**src/sadc_consts.svh**
```systemverilog
`ifndef SADC_CONSTS_SVH
`define SADC_CONSTS_SVH

// Register map, as word addresses in the data space.
`define SADC_ADDR_CHANNEL_SELECT 10'h016
`define SADC_ADDR_RESULT_LOW 10'h017
`define SADC_ADDR_RESULT_HIGH 10'h018
`define SADC_ADDR_PIN_MODE_A 10'h019
`define SADC_ADDR_CONV_MODE_B 10'h01A
`define SADC_ADDR_START_FLAG 10'h020
`define SADC_ADDR_CURRENT_OFF 10'h021

// Bit position of both flags inside their flag-area word.
`define SADC_FLAG_BIT 2'h2

// Fields of the second mode register.
`define SADC_LENGTH_SEL_BIT 0
`define SADC_PORT_FOUR_BIT 1
`define SADC_PORT_FIVE_BIT 2

// Reset values.
`define SADC_RESET_NIBBLE 4'h0
`define SADC_RESET_RESULT 8'h80

// Conversion lengths in system clock periods.
`define SADC_CONV_SHORT_CYC 34
`define SADC_CONV_LONG_CYC 67

// Number of successive-approximation trials, one per result bit.
`define SADC_TRIAL_CYC 8

`endif

```
**src/sadc_pkg.sv**
```systemverilog
package sadc_pkg;

  // Conversion sequencer states.
  typedef enum logic [1:0] {
    SADC_IDLE,
    SADC_SAMPLE,
    SADC_TRIAL
  } sadc_state_t;

  // Software-written control registers.
  typedef struct packed {
    logic [3:0] input_channel_select;
    logic [3:0] pin_function_mode_a;
    logic [3:0] conversion_mode_b;
    logic conversion_start_flag;
    logic analog_current_off_flag;
  } sadc_ctrl_t;

  // Single-bit operation on the flag area.
  typedef struct packed {
    logic set;
    logic clr;
    logic [1:0] bit_sel;
  } sadc_bitop_t;

endpackage

```
**src/sadc_top.sv**
```systemverilog
`timescale 1ns/10ps
`include "sadc_consts.svh"

module sadc_top #(
  parameter int NUM_CHANNELS = 12,
  parameter int CONV_SHORT_CYC = `SADC_CONV_SHORT_CYC,
  parameter int CONV_LONG_CYC = `SADC_CONV_LONG_CYC
) (
  // Clock and reset.
  input wire logic SYS_CLK_IN,
  input wire logic RESET_N_IN,
  // Data-space word access.
  input wire logic [9:0] ADDR_IN,
  input wire logic WR_EN_IN,
  input wire logic [3:0] WR_DATA_IN,
  input wire logic RD_EN_IN,
  output logic [3:0] RD_DATA_OUT,
  // Flag-area single-bit operations at the same address.
  input wire logic BIT_SET_IN,
  input wire logic BIT_CLR_IN,
  input wire logic [1:0] BIT_SEL_IN,
  // Analog side: comparator in, trial code and channel out.
  input wire logic COMP_IN,
  output logic [7:0] DAC_CODE_OUT,
  output logic [3:0] CHANNEL_SEL_OUT,
  output logic SAMPLE_OUT,
  output logic ANALOG_CURRENT_OFF_OUT,
  // Shared pin functions, one bit per channel, high means analog input.
  output logic [11:0] PIN_ANALOG_OUT,
  // Conversion-end interrupt request.
  output logic IRQ_OUT
);

  localparam int CNT_W = 7;

  sadc_pkg::sadc_ctrl_t ctrl_q;
  sadc_pkg::sadc_ctrl_t ctrl_d;
  sadc_pkg::sadc_bitop_t bitop;
  sadc_pkg::sadc_state_t state_q;
  sadc_pkg::sadc_state_t state_d;
  logic [CNT_W-1:0] cnt_q;
  logic [CNT_W-1:0] cnt_d;
  logic [CNT_W-1:0] last_q;
  logic [CNT_W-1:0] last_d;
  logic [7:0] sar_q;
  logic [7:0] sar_d;
  logic [7:0] result_q;
  logic [7:0] result_d;
  logic [3:0] chan_q;
  logic [3:0] chan_d;
  logic [3:0] rd_q;
  logic [3:0] rd_d;
  logic [11:0] pins_q;
  logic [11:0] pins_d;
  logic irq_q;
  logic irq_d;
  logic sample_q;
  logic sample_d;
  logic [2:0] trial_bit;
  logic done;

  // True when a single-bit operation hits the flag bit of the given word.
  function automatic logic flag_hit(input logic [9:0] addr, input logic [9:0] flag_addr,
                                    input logic [1:0] sel);
    flag_hit = (addr == flag_addr) && (sel == `SADC_FLAG_BIT);
  endfunction

  // Ones-mask for channels that exist in this configuration.
  function automatic logic [11:0] chan_mask(input int n);
    logic [11:0] m;
    m = 12'h000;
    for (int i = 0; i < 12; i++) begin
      if (i < n) begin
        m[i] = 1'b1;
      end
    end
    chan_mask = m;
  endfunction

  assign bitop = '{set: BIT_SET_IN, clr: BIT_CLR_IN, bit_sel: BIT_SEL_IN};
  // Bit under trial counts down from 7 as the counter reaches the last cycles.
  assign trial_bit = 3'(last_q - cnt_q);
  assign done = (state_q == sadc_pkg::SADC_TRIAL) && (cnt_q == last_q);

  // Software register writes and flag operations.
  always_comb begin
    ctrl_d = ctrl_q;
    if (WR_EN_IN) begin
      if (ADDR_IN == `SADC_ADDR_CHANNEL_SELECT) begin
        ctrl_d.input_channel_select = WR_DATA_IN;
      end else if (ADDR_IN == `SADC_ADDR_PIN_MODE_A) begin
        ctrl_d.pin_function_mode_a = WR_DATA_IN;
      end else if (ADDR_IN == `SADC_ADDR_CONV_MODE_B) begin
        ctrl_d.conversion_mode_b = WR_DATA_IN;
      end
    end
    if (done) begin
      ctrl_d.conversion_start_flag = 1'b0;
    end
    if (bitop.set && flag_hit(ADDR_IN, `SADC_ADDR_START_FLAG, bitop.bit_sel)) begin
      ctrl_d.conversion_start_flag = 1'b1;
    end
    if (flag_hit(ADDR_IN, `SADC_ADDR_CURRENT_OFF, bitop.bit_sel)) begin
      if (bitop.set) begin
        ctrl_d.analog_current_off_flag = 1'b1;
      end else if (bitop.clr) begin
        ctrl_d.analog_current_off_flag = 1'b0;
      end
    end
  end

  // Conversion sequencer: sampling phase, then eight comparator trials.
  always_comb begin
    state_d = state_q;
    cnt_d = cnt_q;
    last_d = last_q;
    sar_d = sar_q;
    result_d = result_q;
    chan_d = chan_q;
    irq_d = 1'b0;
    case (state_q)
      sadc_pkg::SADC_IDLE: begin
        if (ctrl_q.conversion_start_flag) begin
          state_d = sadc_pkg::SADC_SAMPLE;
          cnt_d = '0;
          chan_d = ctrl_q.input_channel_select;
          if (ctrl_q.conversion_mode_b[`SADC_LENGTH_SEL_BIT]) begin
            last_d = CNT_W'(CONV_LONG_CYC - 1);
          end else begin
            last_d = CNT_W'(CONV_SHORT_CYC - 1);
          end
        end
      end
      sadc_pkg::SADC_SAMPLE: begin
        cnt_d = cnt_q + 1'b1;
        if (cnt_q == last_q - CNT_W'(`SADC_TRIAL_CYC)) begin
          state_d = sadc_pkg::SADC_TRIAL;
          sar_d = 8'h80;
        end
      end
      sadc_pkg::SADC_TRIAL: begin
        cnt_d = cnt_q + 1'b1;
        if (!COMP_IN) begin
          sar_d[trial_bit] = 1'b0;
        end
        if (trial_bit != 3'h0) begin
          sar_d[trial_bit - 3'h1] = 1'b1;
        end
        if (done) begin
          result_d = sar_d;
          irq_d = 1'b1;
          state_d = sadc_pkg::SADC_IDLE;
        end
      end
      default: begin
        state_d = sadc_pkg::SADC_IDLE;
      end
    endcase
    // Sampling indicator is registered from the next state so the pin needs no decode.
    sample_d = (state_d == sadc_pkg::SADC_SAMPLE);
  end

  // Pin functions and registered read port.
  always_comb begin
    pins_d[3:0] = ctrl_q.pin_function_mode_a;
    pins_d[7:4] = {4{ctrl_q.conversion_mode_b[`SADC_PORT_FOUR_BIT]}};
    pins_d[11:8] = {4{ctrl_q.conversion_mode_b[`SADC_PORT_FIVE_BIT]}};
    pins_d = pins_d & chan_mask(NUM_CHANNELS);
    rd_d = 4'h0;
    if (RD_EN_IN) begin
      if (ADDR_IN == `SADC_ADDR_RESULT_LOW) begin
        rd_d = result_q[3:0];
      end else if (ADDR_IN == `SADC_ADDR_RESULT_HIGH) begin
        rd_d = result_q[7:4];
      end else if (ADDR_IN == `SADC_ADDR_START_FLAG) begin
        rd_d[`SADC_FLAG_BIT] = ctrl_q.conversion_start_flag;
      end else if (ADDR_IN == `SADC_ADDR_CURRENT_OFF) begin
        rd_d[`SADC_FLAG_BIT] = ctrl_q.analog_current_off_flag;
      end
    end
  end

  // State registers with synchronous reset.
  always_ff @(posedge SYS_CLK_IN) begin
    if (!RESET_N_IN) begin
      ctrl_q <= '0;
      result_q <= `SADC_RESET_RESULT;
      state_q <= sadc_pkg::SADC_IDLE;
      cnt_q <= '0;
      last_q <= '0;
      sar_q <= 8'h00;
      chan_q <= `SADC_RESET_NIBBLE;
      rd_q <= 4'h0;
      pins_q <= 12'h000;
      irq_q <= 1'b0;
      sample_q <= 1'b0;
    end else begin
      ctrl_q <= ctrl_d;
      result_q <= result_d;
      state_q <= state_d;
      cnt_q <= cnt_d;
      last_q <= last_d;
      sar_q <= sar_d;
      chan_q <= chan_d;
      rd_q <= rd_d;
      pins_q <= pins_d;
      irq_q <= irq_d;
      sample_q <= sample_d;
    end
  end

  // Outputs straight from flip-flops.
  assign RD_DATA_OUT = rd_q;
  assign DAC_CODE_OUT = sar_q;
  assign CHANNEL_SEL_OUT = chan_q;
  assign SAMPLE_OUT = sample_q;
  assign ANALOG_CURRENT_OFF_OUT = ctrl_q.analog_current_off_flag;
  assign PIN_ANALOG_OUT = pins_q;
  assign IRQ_OUT = irq_q;

endmodule // sadc_top

```
**config.mk**
```make
export PLATFORM = sky130hd
export DESIGN_NAME = sadc_top
export DESIGN_NICKNAME = d
export VERILOG_FILES = /design/src/sadc_pkg.sv /design/src/sadc_top.sv
export VERILOG_INCLUDE_DIRS = /design/src
export SDC_FILE = /design/constraint.sdc
export NUM_CORES = 1
export LEC_CHECK = 0
export BUFFER_PORTS_ARGS = -buffer_cell sky130_fd_sc_hd__buf_4
export CAP_MARGIN = 15
export CORE_MARGIN = 5
export CORE_UTILIZATION = 40
export CTS_CLUSTER_DIAMETER = 40
export DETAILED_ROUTE_END_ITERATION = 12
export GPL_TIMING_DRIVEN = 1
export PLACE_DENSITY = 0.67
export SLEW_MARGIN = 20
export SYNTH_ARGS = -nofsm -noshare
export SYNTH_HDL_FRONTEND = slang
export SYNTH_SLANG_ARGS = --single-unit
export TNS_END_PERCENT = 20
```
**constraint.sdc**
```tcl
create_clock -name SYS_CLK_IN -period 2.7 [get_ports SYS_CLK_IN]
set_input_delay 0.27 -clock SYS_CLK_IN [delete_from_list [all_inputs] [get_ports SYS_CLK_IN]]
set_output_delay 0.27 -clock SYS_CLK_IN [all_outputs]
set_load 0.01 [all_outputs]
```
* Word-level counts from Yosys, hierarchy flattened
Index checks and enable logic that the tools add are counted.
** Word-level totals
- Output and inout port bits :: 31
- Word-level logic and storage cells :: 93
- Input bits :: 23
- Register bits :: 64
** Operators by class
- Mux-type cells :: 27
- Add/subtract/negate cells :: 4
- Equality and inequality tests :: 15
- Reductions and logical operators :: 23
- Bitwise operators :: 5
- Order comparisons :: 4
** Operators by type and width (number)
- == test 10 x 5 -> 1 bit, second input constant :: 5
- two-way mux 8 bit :: 4
- == test 10 x 6 -> 1 bit, second input constant :: 2
- case mux 8 bit (2 select lines) :: 1
- AND reduction 2 bit :: 8
- == test 7 bit :: 2
- two-way mux 7 bit :: 2
- case mux 7 bit (2 select lines) :: 1
- two-way mux 1 bit :: 11
- AND 8 bit :: 1
- < comparator 3 x 4 -> 1 bit, second input constant :: 2
- two-way mux 2 bit :: 4
- inverter 8 bit :: 1
- bitwise OR 8 bit :: 1
- nonzero test 2 bit :: 4
- adder 7 x 1 -> 7 bit, second input constant :: 1
- subtractor 7 x 4 -> 7 bit, second input constant :: 1
- demux 1 bit (select 3 bit) :: 2
- greater-or-equal comparator 3 x 1 -> 1 bit, second input constant :: 2
- logical AND 1 bit :: 6
- case mux 2 bit (3 select lines) :: 1
- == test 2 x 1 -> 1 bit, second input constant :: 2
- == test 2 bit, second input constant :: 2
- two-way mux 4 bit :: 1
- other kinds (9) :: 11

* Logic depth before layout (Yosys ltp)
Gate-level depths: netlist of the first run.
- Depth after elaboration :: 12
- Mapped depth :: 10
- Mapped depth without buffers :: 10

* Worst setup path after synthesis of the first run
Ideal clock, no wire load.
- Path type :: register to register
- Start :: register last_q[5]
- End :: register sar_q[6], in the netlist DAC_CODE_OUT[6]
- Library setup time :: 0.059 ns
- Arrival :: 2.140 ns
- Buffers on the path :: 0
- Period minus slack after synthesis :: 2.200 ns
- Stages on the path, launching flop included :: 11
- Required time :: 2.641 ns
- Slack :: 0.500 ns
- Cells stage by stage :: dfxtp_1 inv_1 ha_1 inv_1 fa_1 inv_1 ha_1 nand2b_1 mux2_2 o31ai_1 a22o_1
** Between the ends
- Cells in the longest elaborated chain, start to end :: 4
** Ends and longest elaborated chain
- start: declaration :: RTL line sadc_top.sv:43 : logic [CNT_W-1:0] last_q;
- start signal: assignment :: RTL line sadc_top.sv:202 : last_q <= last_d;
- subtractor 7 x 4 -> 7 bit :: RTL line sadc_top.sv:136 : if (cnt_q == last_q - CNT_W'(`SADC_TRIAL_CYC)) begin
- == test 7 bit :: RTL line sadc_top.sv:136
- != test 2 bit (no source line)
- AND reduction 2 bit (no source line)
- end signal: assignment :: RTL line sadc_top.sv:203 : sar_q <= sar_d;
- end: declaration :: RTL line sadc_top.sv:45 : logic [7:0] sar_q;
No other way between the ends.
A chain may end at the register's enable or synchronous reset.

* Final worst setup path of the first run
- Start :: register cnt_q[0]
- End :: register sar_q[6], in the netlist DAC_CODE_OUT[6]
** Between the ends
- Cells in the longest elaborated chain, start to end :: 12
- Elaborated cells between the ends (all ways) :: 23
- Classes of those cells :: add/sub: 2; order compare: 4; eq/ne: 2; mux: 8; bitwise: 3; reduce/logical: 4
** Ends and longest elaborated chain
- start: declaration :: RTL line sadc_top.sv:41 : logic [CNT_W-1:0] cnt_q;
- start signal: assignment :: RTL line sadc_top.sv:201 : cnt_q <= cnt_d;
- branches (longest 12 deep; another with < comparator 3 x 4 -> 1 bit)
Several ways; the timed one is not identified. The select of a mux whose other input is x is not followed.

==> flow_metrics.py, run 1 <==
metrics = {
    "outcome": {
        "outcome": "complete, no violations",
    },
    "synth": {
        "synth-seq-cells": 56,
        "ys.warnings.count": 0,
        "synth_compound_gate_area_share_pct": 18.5,
        "synth.net_count": 324,
        "ys_seq_area_share_pct": 41.8,
        "async_flop_share_pct": 0,
        "synth_edf_count": 0,
        "yosys.area.top_type": "dfxtp_1",
        "synth-simple-area-share_pct": 20.3,
        "synthMuxAreaShare_pct": 6.07,
        "synth_xor_area_share_pct": 2.61,
        "netlist_area_mm2": 0.00268,
        "yosysUniqueCellTypes": 53,
        "ys.flop_type": "dfxtp_1",
        "syn_inst": 291,
        "syn_area_per_cell_um2": 9.21,
        "synth-adder-area-share_pct": 4.95,
        "synth_top_cell_area_share_pct": 41.8,
        "synth.area.top_cells": "dfxtp_1 (42%), mux2i_1 (5.2%), ha_1 (4.2%)",
        "synth_top_family_by_area": "simple AND/OR/NAND/NOR gates",
    },
    "floorplanning": {
        "coreArea_mm2": 0.00642,
        "num_rows": 29,
        "die_x_um": 91.9,
        "io_pins": 54,
        "die_h_um": 91.9,
        "initial_utilization_pct": 41.7,
        "die_area_mm2": 0.00844,
    },
    "route": {
        "vias": 2184,
        "wl_per_cell_um": 14.4,
        "routed_wirelength_mm": 5.93,
        "first_iter_violations": 53,
        "drt_pass1_iterations": 4,
        "via_per_inst": 5.30,
        "drc_errors": 0,
        "ant_nets": 0,
    },
    "global_routing": {
        "grt_pass1_vias": 2148,
        "grt_max_degree": 25,
        "grt_pass1_wl_mm": 9.98,
        "overflow": 0,
        "antenna_found_initial": 0,
        "grtUsageTotal_pct": 14.1,
    },
    "critical_path": {
        "crit_type": "reg -> reg",
        "end_kind": "flop",
        "critical_path_peak_fanout": 6,
        "worstPathRequired_ns": 2.96,
        "reg2reg_depth": 9,
        "crit_path_start_kind": "flop",
        "cp.arrival_ns": 2.68,
    },
    "placement": {
        "post-dp-hpwl_mm": 4.57,
        "port_buffers": 53,
        "gp_congestion": 0.843,
        "dp.cells": 404,
    },
    "clock_tree": {
        "clock_sinks": 56,
        "h-tree-depth": 2,
        "cts_hold_buf": 0,
        "root_buffer": "clkbuf_8",
        "post-cts-setup-buffer-count": 0,
        "cts_tree": "done",
        "numCtsBuffers": 5,
        "clk_pin_slew_worst_paths_ns": 0.10,
        "clk_latency_ns": 0.31,
        "ctsLongestPathBuffers": 2,
        "cts_resized": 0,
    },
    "power": {
        "p_int_mw": 1.13,
        "switching_power_uw": 305,
        "p_seq_share_pct": 57.4,
        "p_clk_share_pct": 38.5,
        "power.density_mw_per_mm2": 450,
        "cellLeakagePower_nw": 1.32,
        "combinationalPowerShare_pct": 4.1,
        "ir_drop_uv": 247,
        "p_sw_share_pct": 21.2,
    },
    "finish": {
        "syn_to_final_growth_pct": 19.2,
        "final_util_pct": 49.8,
        "nets": 367,
        "n_antenna_cell": 0,
        "instances_no_fill": 412,
        "drive_gt1_share_pct": 23.0,
    },
    "timing": {
        "timing.final.crit_share_pct": 89.7,
        "worstMarginPinSlew_ns": 0.666,
        "rsz0062_at_grt": "false",
        "period_needed_ns": 2.42,
        "setup_viol": 0,
        "hold_viol": 0,
        "setup_tns_ns": 0,
        "drv_slew": 0,
        "timing.fmax_mhz": 413,
        "fin_skew_ns": 0.00716,
        "slew_headroom_pct": 55.2,
    },
    "flow_run": {
        "cap_violations": 0,
    },
    "hold_path": {
        "min_path_type": "in -> reg",
        "whs_path_depth": 3,
    },
}
-- area by class of cell --
cell class,instances,area [um2]
fillers,614,3230
multi-input cells,204,1400
flip-flops and latches,56,1120
repair buffers,55,413
well taps,77,96.3
clock buffers,5,68.8
clock inverters,3,47.5
inverters,12,45.0
-- metrics by stage --
step / instance area (um2) / setup WS (ns) / total power [mW] / hold slack [ns]
final: 3200 / 0.278 / 1.44 / 0.208
after global routing: 3200 / 0.0377 / 1.49 / 0.221
after CTS: 3200 / 0.265 / 1.46 / 0.205
after detailed placement: 3080 / 0.283 / 0.904 / 0.443
after global placement: 3080 / 0.317 / 0.903 / 0.442
after floorplan: 2680 / 0.500 / 0.867 / 0.414
-- power by group through the flow --
| stage | sequential, mW | combinational, mW | clock [mW] |
|---|---|---|---|
| final | 0.825 | 0.0588 | 0.554 |
| after global routing | 0.826 | 0.0651 | 0.603 |
| after CTS | 0.826 | 0.0591 | 0.573 |
| after detailed placement | 0.845 | 0.0589 | 0 |
| after global placement | 0.845 | 0.0580 | 0 |
| after floorplan | 0.845 | 0.0229 | 0 |
-- logic make-up after synthesis --
| group | after synthesis |
|---|---|
| AOI/OAI and AO/OA | 72 |
| xor gates and xnor gates | 8 |
| adders and majority gates | 10 |
| buffers and inverters | 31 |
| DFF | 56 |
| muxes | 16 |
| and+or+nand+nor | 98 |
-- metal layers --
layer | vias to the layer above | track usage (%) | share of wire (%)
li1 | 1116 | - | -
met1 | 1034 | 17.9 | 46
met2 | 32 | 24.9 | 50
met3 | 2 | 2.54 | 3.5
met4 | 0 | 3.34 | 0.46
met5 | - | 0 | 0
-- critical path: stages (launching register included) --
cell and delay (ns):
dfxtp_1 0.40, ha_1 0.16, inv_1 0.05, fa_1 0.57
inv_1 0.09, ha_1 0.19, nand2b_1 0.14, mux2_2 0.30
o31ai_1 0.30, a22o_1 0.18
-- layout by cell type (no fill, tap or decap), types with 9 or more instances in the layout --
cell	n
nand2_1	16
buf_4	55
dfxtp_1	56
nand2b_1	10
mux2i_1	14
a21oi_1	14
ha_1	9
o21ai_0	22
and2_1	10
inv_1	12
nor2_1	23
-- state kept, by name, summed over array words and instances, names as in the netlist, 4 cells and up --
name             cells
ctrl_q              12
DAC_CODE_OUT         8
result_q             8
cnt_q                7
PIN_ANALOG_OUT       6
CHANNEL_SEL_OUT      4
RD_DATA_OUT          4
-- cell usage after synthesis, types with 3 or more instances --
master	instances
a21oi_1	14
o21ai_0	22
and2_1	10
nor2_1	23
and4_1	3
a22o_1	7
buf_4	6
nand4_1	5
and3_1	3
ha_1	9
a22oi_1	3
o31ai_1	5
nand3_1	7
nor2b_1	3
nand2_1	16
or4_1	3
nor4_1	3
dfxtp_1	56
inv_1	12
xor2_1	5
o21ba_2	7
xnor2_1	3
mux2i_1	14
clkbuf_1	8
nand2b_1	10
-- path summary, 6_finish.rpt --
path,slack [ns],start,endpoint
max,0.28,cnt_q[0],DAC_CODE_OUT[6]
min,0.21,WR_DATA_IN[3],ctrl_q[13]
max reg2reg,0.28,cnt_q[0],DAC_CODE_OUT[6]
min reg2reg,0.47,ctrl_q[8],PIN_ANALOG_OUT[2]
(Power assumes the default switching activity.)
==> run 2, diff against run 1 <==
- CAP_MARGIN: 15 -> default
- PLACE_DENSITY: 0.67 -> 0.7
- RECOVER_POWER: default -> 100
- clock period: 2.7 -> 2 ns (I/O delays scaled with it)
==> flow_metrics.py, run 2 (synthesized netlist as in run 1, its figures left out) <==
metrics = {
    "outcome": {
        "outcome": "finished with violations",
        "violations": "setup timing",
    },
    "route": {
        "first_iter_violations": 99,
        "drc_errors": 0,
        "via_per_inst": 5.28,
        "ant_nets": 0,
        "vias": 2298,
        "drt_pass1_iterations": 4,
        "routed_wirelength_mm": 6.32,
        "wl_per_cell_um": 14.5,
    },
    "finish": {
        "ff_latch_area_mm2": 0.00112,
        "final_cell_mix": "dfxtp_1 (54), buf_4 (40), clkbuf_1 (36)",
        "fill_cells": 631,
        "nets": 390,
        "final_common_cell": "dfxtp_1",
        "regMostFlops": "ctrl_q",
        "drive_gt1_share_pct": 21.5,
        "multi_input_area_mm2": 0.00149,
        "syn_to_final_growth_pct": 23.3,
        "largest_register_ffs": 12,
        "n_antenna_cell": 0,
    },
    "global_routing": {
        "grt_pass1_wl_mm": 10.6,
        "antenna_found_initial": 0,
        "grtUsageTotal_pct": 15.2,
        "grt_pass1_vias": 2248,
        "overflow": 0,
        "grt_max_degree": 25,
    },
    "floorplanning": {
        "num_rows": 29,
        "die_x_um": 91.9,
        "coreArea_mm2": 0.00642,
        "die_area_mm2": 0.00844,
        "die_h_um": 91.9,
        "initial_utilization_pct": 41.7,
        "io_pins": 54,
    },
    "critical_path": {
        "crit_type": "reg -> reg",
        "endpoint": "DAC_CODE_OUT[5]",
        "cpPeakStageDelay_ns": 0.46,
        "crit_start": "last_q[5]",
        "crit_path_start_kind": "flop",
        "worstPathRequired_ns": 2.22,
        "r2r-end": "DAC_CODE_OUT[5]",
        "cp_common_cell": "inv_2",
        "r2r-start": "last_q[5]",
        "reg2reg_slack_ns": -0.16,
        "crit_slowest_cell": "fa_2",
        "crit_cells": 9,
        "end_kind": "flop",
        "crit_buf_inv": 3,
        "crit_family": "adder cells",
        "critical_path_peak_fanout": 3,
        "reg2reg_depth": 9,
        "crit_chain": "inv_2 > ha_4 > inv_2 > fa_2 > buf_4 > or3_1 > o21ai_0 > o21ai_1 > a22o_1",
        "cp.arrival_ns": 2.38,
    },
    "clock_tree": {
        "cts_hold_buf": 0,
        "h-tree-depth": 2,
        "clk_pin_slew_worst_paths_ns": 0.11,
        "cts_tree": "done",
        "clk_latency_ns": 0.31,
        "numCtsBuffers": 5,
        "root_buffer": "clkbuf_8",
        "ctsLongestPathBuffers": 2,
        "clock_sinks": 56,
    },
    "timing": {
        "holdWs_ns": 0.136,
        "fin_ws_ns": -0.159,
        "fin_skew_ns": 0.0100,
        "timing.final.crit_share_pct": 108,
        "setup_viol": 15,
        "setup_tns_ns": -1.60,
        "hold_viol": 0,
        "rsz0062_at_grt": "true",
        "timing.fmax_mhz": 463,
        "worstMarginPinSlew_ns": 0.468,
        "slew_headroom_pct": 68.3,
        "period_needed_ns": 2.16,
        "drv_slew": 0,
    },
    "power": {
        "cellLeakagePower_nw": 1.30,
        "ir_drop_uv": 260,
        "power.density_mw_per_mm2": 564,
    },
    "placement": {
        "post-dp-hpwl_mm": 4.90,
        "gp_congestion": 0.820,
        "port_buffers": 53,
    },
    "hold_path": {
        "min_path_type": "in -> reg",
    },
    "flow_run": {
        "cap_violations": 0,
    },
}
-- run 2: layout make-up --
type	count	share of cell area, %
Tap cell	77	2.91
Timing Repair Buffer	78	13.7
Clock inverter	2	0.530
Clock buffer	6	2.50
Sequential cell	56	34.0
Multi-Input combinational cell	204	45.1
Inverter	12	1.36
-- run 2: metrics by stage --
stage	util (%)	setup slack, ns	area (um2)	power [mW]	cells
CTS	53.2	-0.144	3420	1.88	434
detailed placement	51.5	-0.176	3310	1.22	426
floorplan	-	-0.0726	2750	1.17	291
global placement	51.5	-0.131	3310	1.22	426
global route	51.5	-0.227	3310	1.93	435
finish	51.5	-0.159	3310	1.87	435
-- run 2: metal layers --
| layer | routed length, um | part of all wire [%] | vias up | GRT usage, % |
|---|---|---|---|---|
| met5 | 0 | 0 | - | 0 |
| met4 | 66 | 1.0 | 0 | 4.70 |
| met3 | 243 | 3.8 | 8 | 2.95 |
| met2 | 3140 | 50 | 41 | 26.0 |
| met1 | 2870 | 45 | 1088 | 19.2 |
| li1 | - | - | 1161 | - |
-- run 2: where the power goes --
| group | internal (mW) | switching, mW | leakage, nW | total [mW] |
|---|---|---|---|---|
| sequential | 1.11 | 0.0000734 | 0.452 | 1.11 |
| combinational | 0.0365 | 0.0404 | 0.792 | 0.0769 |
| clock | 0.291 | 0.383 | 0.0522 | 0.674 |
-- run 2: worst min path at each step --
stage | start | to | slack (ns) | cells past startpoint
global placement | ctrl_q[9] | PIN_ANALOG_OUT[3] | 0.44 | 1
floorplan | WR_DATA_IN[0] | ctrl_q[10] | 0.34 | 2
detailed placement | ctrl_q[9] | PIN_ANALOG_OUT[3] | 0.44 | 1
CTS | WR_DATA_IN[3] | ctrl_q[9] | 0.13 | 3
finish | WR_DATA_IN[3] | ctrl_q[13] | 0.14 | 3
global route | WR_DATA_IN[3] | ctrl_q[9] | 0.13 | 3
-- run 2: worst register-to-register path, delay by kind of cell (launching register included) --
| family | cells | cell delay (ns) |
|---|---|---|
| DFF | 1 | 0.34 |
| adders and majority gates | 2 | 0.60 |
| and+or+nand+nor | 1 | 0.38 |
| buffers and inverters | 3 | 0.24 |
| AOI/OAI and AO/OA | 3 | 0.50 |
-- run 2: timing repair --
action                                  CTS  global route
endpoints found under the hold margin     0             0
gates resized for setup                   4             9
pin swaps                                 0             6
endpoints found under the setup margin   16            17
buffers inserted                          0             1
==> run 3, diff against run 2 <==
- CORE_MARGIN: 5 -> default
- PLACE_DENSITY: 0.7 -> default
==> flow_metrics.py, run 3 (synthesized netlist as in run 1, its figures left out) <==
metrics = {
    "hold_path": {
        "min_path_type": "in -> reg",
        "hold_start": "WR_DATA_IN[3]",
        "whs_path_depth": 3,
        "hold-path-endpoint": "ctrl_q[13]",
    },
    "timing": {
        "fin_skew_ns": 0.00620,
        "holdWs_ns": 0.118,
        "slew_headroom_pct": 64.5,
        "timing.final.crit_share_pct": 108,
        "fin_ws_ns": -0.150,
        "timing.fmax_mhz": 465,
        "setup_viol": 14,
        "rsz0062_at_grt": "true",
        "hold_viol": 0,
        "drv_slew": 0,
        "worstMarginPinSlew_ns": 0.531,
        "period_needed_ns": 2.15,
    },
    "power": {
        "ir_drop_uv": 259,
        "p_total_mw": 1.95,
        "cellLeakagePower_nw": 1.30,
        "power.density_mw_per_mm2": 589,
    },
    "critical_path": {
        "crit_type": "reg -> reg",
        "worstPathRequired_ns": 2.27,
        "reg2reg_slack_ns": -0.15,
        "r2r-start": "last_q[5]",
        "cp_common_cell": "inv_2",
        "r2r-end": "result_q[6]",
        "crit_chain": "inv_2 > ha_4 > inv_2 > fa_2 > inv_2 > ha_4 > buf_6 > nand2b_4 > mux2_4 > o31ai_4 > o21ba_2",
        "critical_path_peak_fanout": 5,
        "crit_path_start_kind": "flop",
        "crit_slowest_cell": "fa_2",
        "end_kind": "flop",
        "cp.arrival_ns": 2.42,
        "reg2reg_depth": 11,
        "cpPeakStageDelay_ns": 0.43,
    },
    "route": {
        "vias": 2282,
        "ant_nets": 0,
        "drt_pass1_iterations": 8,
        "first_iter_violations": 78,
        "drc_errors": 8,
        "wl_per_cell_um": 14.0,
        "via_per_inst": 5.28,
        "routed_wirelength_mm": 6.05,
    },
    "clock_tree": {
        "cts_tree": "done",
        "clock_sinks": 56,
        "numCtsBuffers": 5,
        "ctsLongestPathBuffers": 2,
        "root_buffer": "clkbuf_8",
        "h-tree-depth": 2,
        "clk_pin_slew_worst_paths_ns": 0.10,
        "cts_hold_buf": 0,
        "clk_latency_ns": 0.32,
    },
    "finish": {
        "largest_register_ffs": 12,
        "final_common_cell": "dfxtp_1",
        "stdcell_area_mm2": 0.00332,
        "final_util_pct": 51.6,
        "fill_cells": 656,
        "drive_gt1_share_pct": 20.8,
        "syn_to_final_growth_pct": 23.7,
        "nets": 387,
        "regMostFlops": "ctrl_q",
        "n_antenna_cell": 0,
        "final_cell_mix": "dfxtp_1 (54), buf_4 (37), clkbuf_1 (36)",
    },
    "flow_run": {
        "cap_violations": 0,
    },
    "global_routing": {
        "grtUsageTotal_pct": 18.0,
        "overflow": 0,
        "grt_max_degree": 25,
        "grt_pass1_vias": 2135,
        "grt_pass1_wl_mm": 10.1,
        "antenna_found_initial": 0,
    },
    "floorplanning": {
        "die_area_mm2": 0.00704,
        "coreArea_mm2": 0.00642,
        "die_x_um": 83.9,
        "die_h_um": 83.9,
        "num_rows": 29,
        "io_pins": 54,
        "initial_utilization_pct": 41.7,
    },
    "placement": {
        "place_area_mm2": 0.00329,
        "port_buffers": 53,
        "post-dp-hpwl_mm": 4.56,
        "gp_congestion": 0.790,
    },
    "outcome": {
        "outcome": "finished with violations",
        "violations": "DRC, setup timing",
    },
}
[run 3: worst max-delay path, delay by kind of cell (launching register included)]
kind / cells / cell delay (ns)
simple gates: 1 / 0.04
flops: 1 / 0.34
fa+ha+maj: 3 / 0.72
compound gates: 2 / 0.39
mux: 1 / 0.31
buf+inv: 4 / 0.29
[run 3: metrics by stage]
step | TNS [ns] | setup WS [ns] | cells
final | -1.22 | -0.150 | 432
after global routing | -2.94 | -0.255 | 432
after CTS | -2.07 | -0.195 | 432
after detailed placement | -2.20 | -0.195 | 424
after global placement | -1.91 | -0.169 | 424
after floorplan | -0.631 | -0.0726 | 291
[run 3: worst max path at each step]
| stage | cells past startpoint | to | startpoint |
|---|---|---|---|
| after floorplan | 10 | result_q[6] | last_q[5] |
| after global placement | 11 | DAC_CODE_OUT[4] | last_q[5] |
| after detailed placement | 11 | DAC_CODE_OUT[4] | last_q[5] |
| after CTS | 10 | DAC_CODE_OUT[6] | last_q[5] |
| after global routing | 11 | DAC_CODE_OUT[6] | last_q[5] |
| final | 11 | result_q[6] | last_q[5] |
[run 3: routing by layer]
layer	GRT usage (%)	wire (um)	vias to the layer above
met5	0	0	-
met4	5.80	76	0
met3	3.86	220	7
met2	29.0	2790	35
met1	23.9	2960	1081
li1	-	-	1159
[run 3: area by class of cell]
class                   count  area (um2)  area share [%]
clock inverters             3        46.3            1.40
flip-flops and latches     56        1120            33.9
clock buffers               5        68.8            2.08
multi-input cells         204        1510            45.4
repair buffers             75         429            12.9
inverters                  12        45.0            1.36
well taps                  77        96.3            2.91
[run 3: timing repair]
item | 4_1_cts | 5_1_grt
gates resized for setup | 5 | 11
endpoints found under the setup margin | 16 | 17
pin swaps | 6 | 6
setup buffers | 0 | 1
[run 3: where the power goes]
| group | switching (mW) | total, mW | internal [mW] |
|---|---|---|---|
| clock network | 0.384 | 0.762 | 0.378 |
| logic | 0.0410 | 0.0782 | 0.0373 |
| registers | 0.0000642 | 1.11 | 1.11 |
| total | 0.425 | 1.95 | 1.53 |
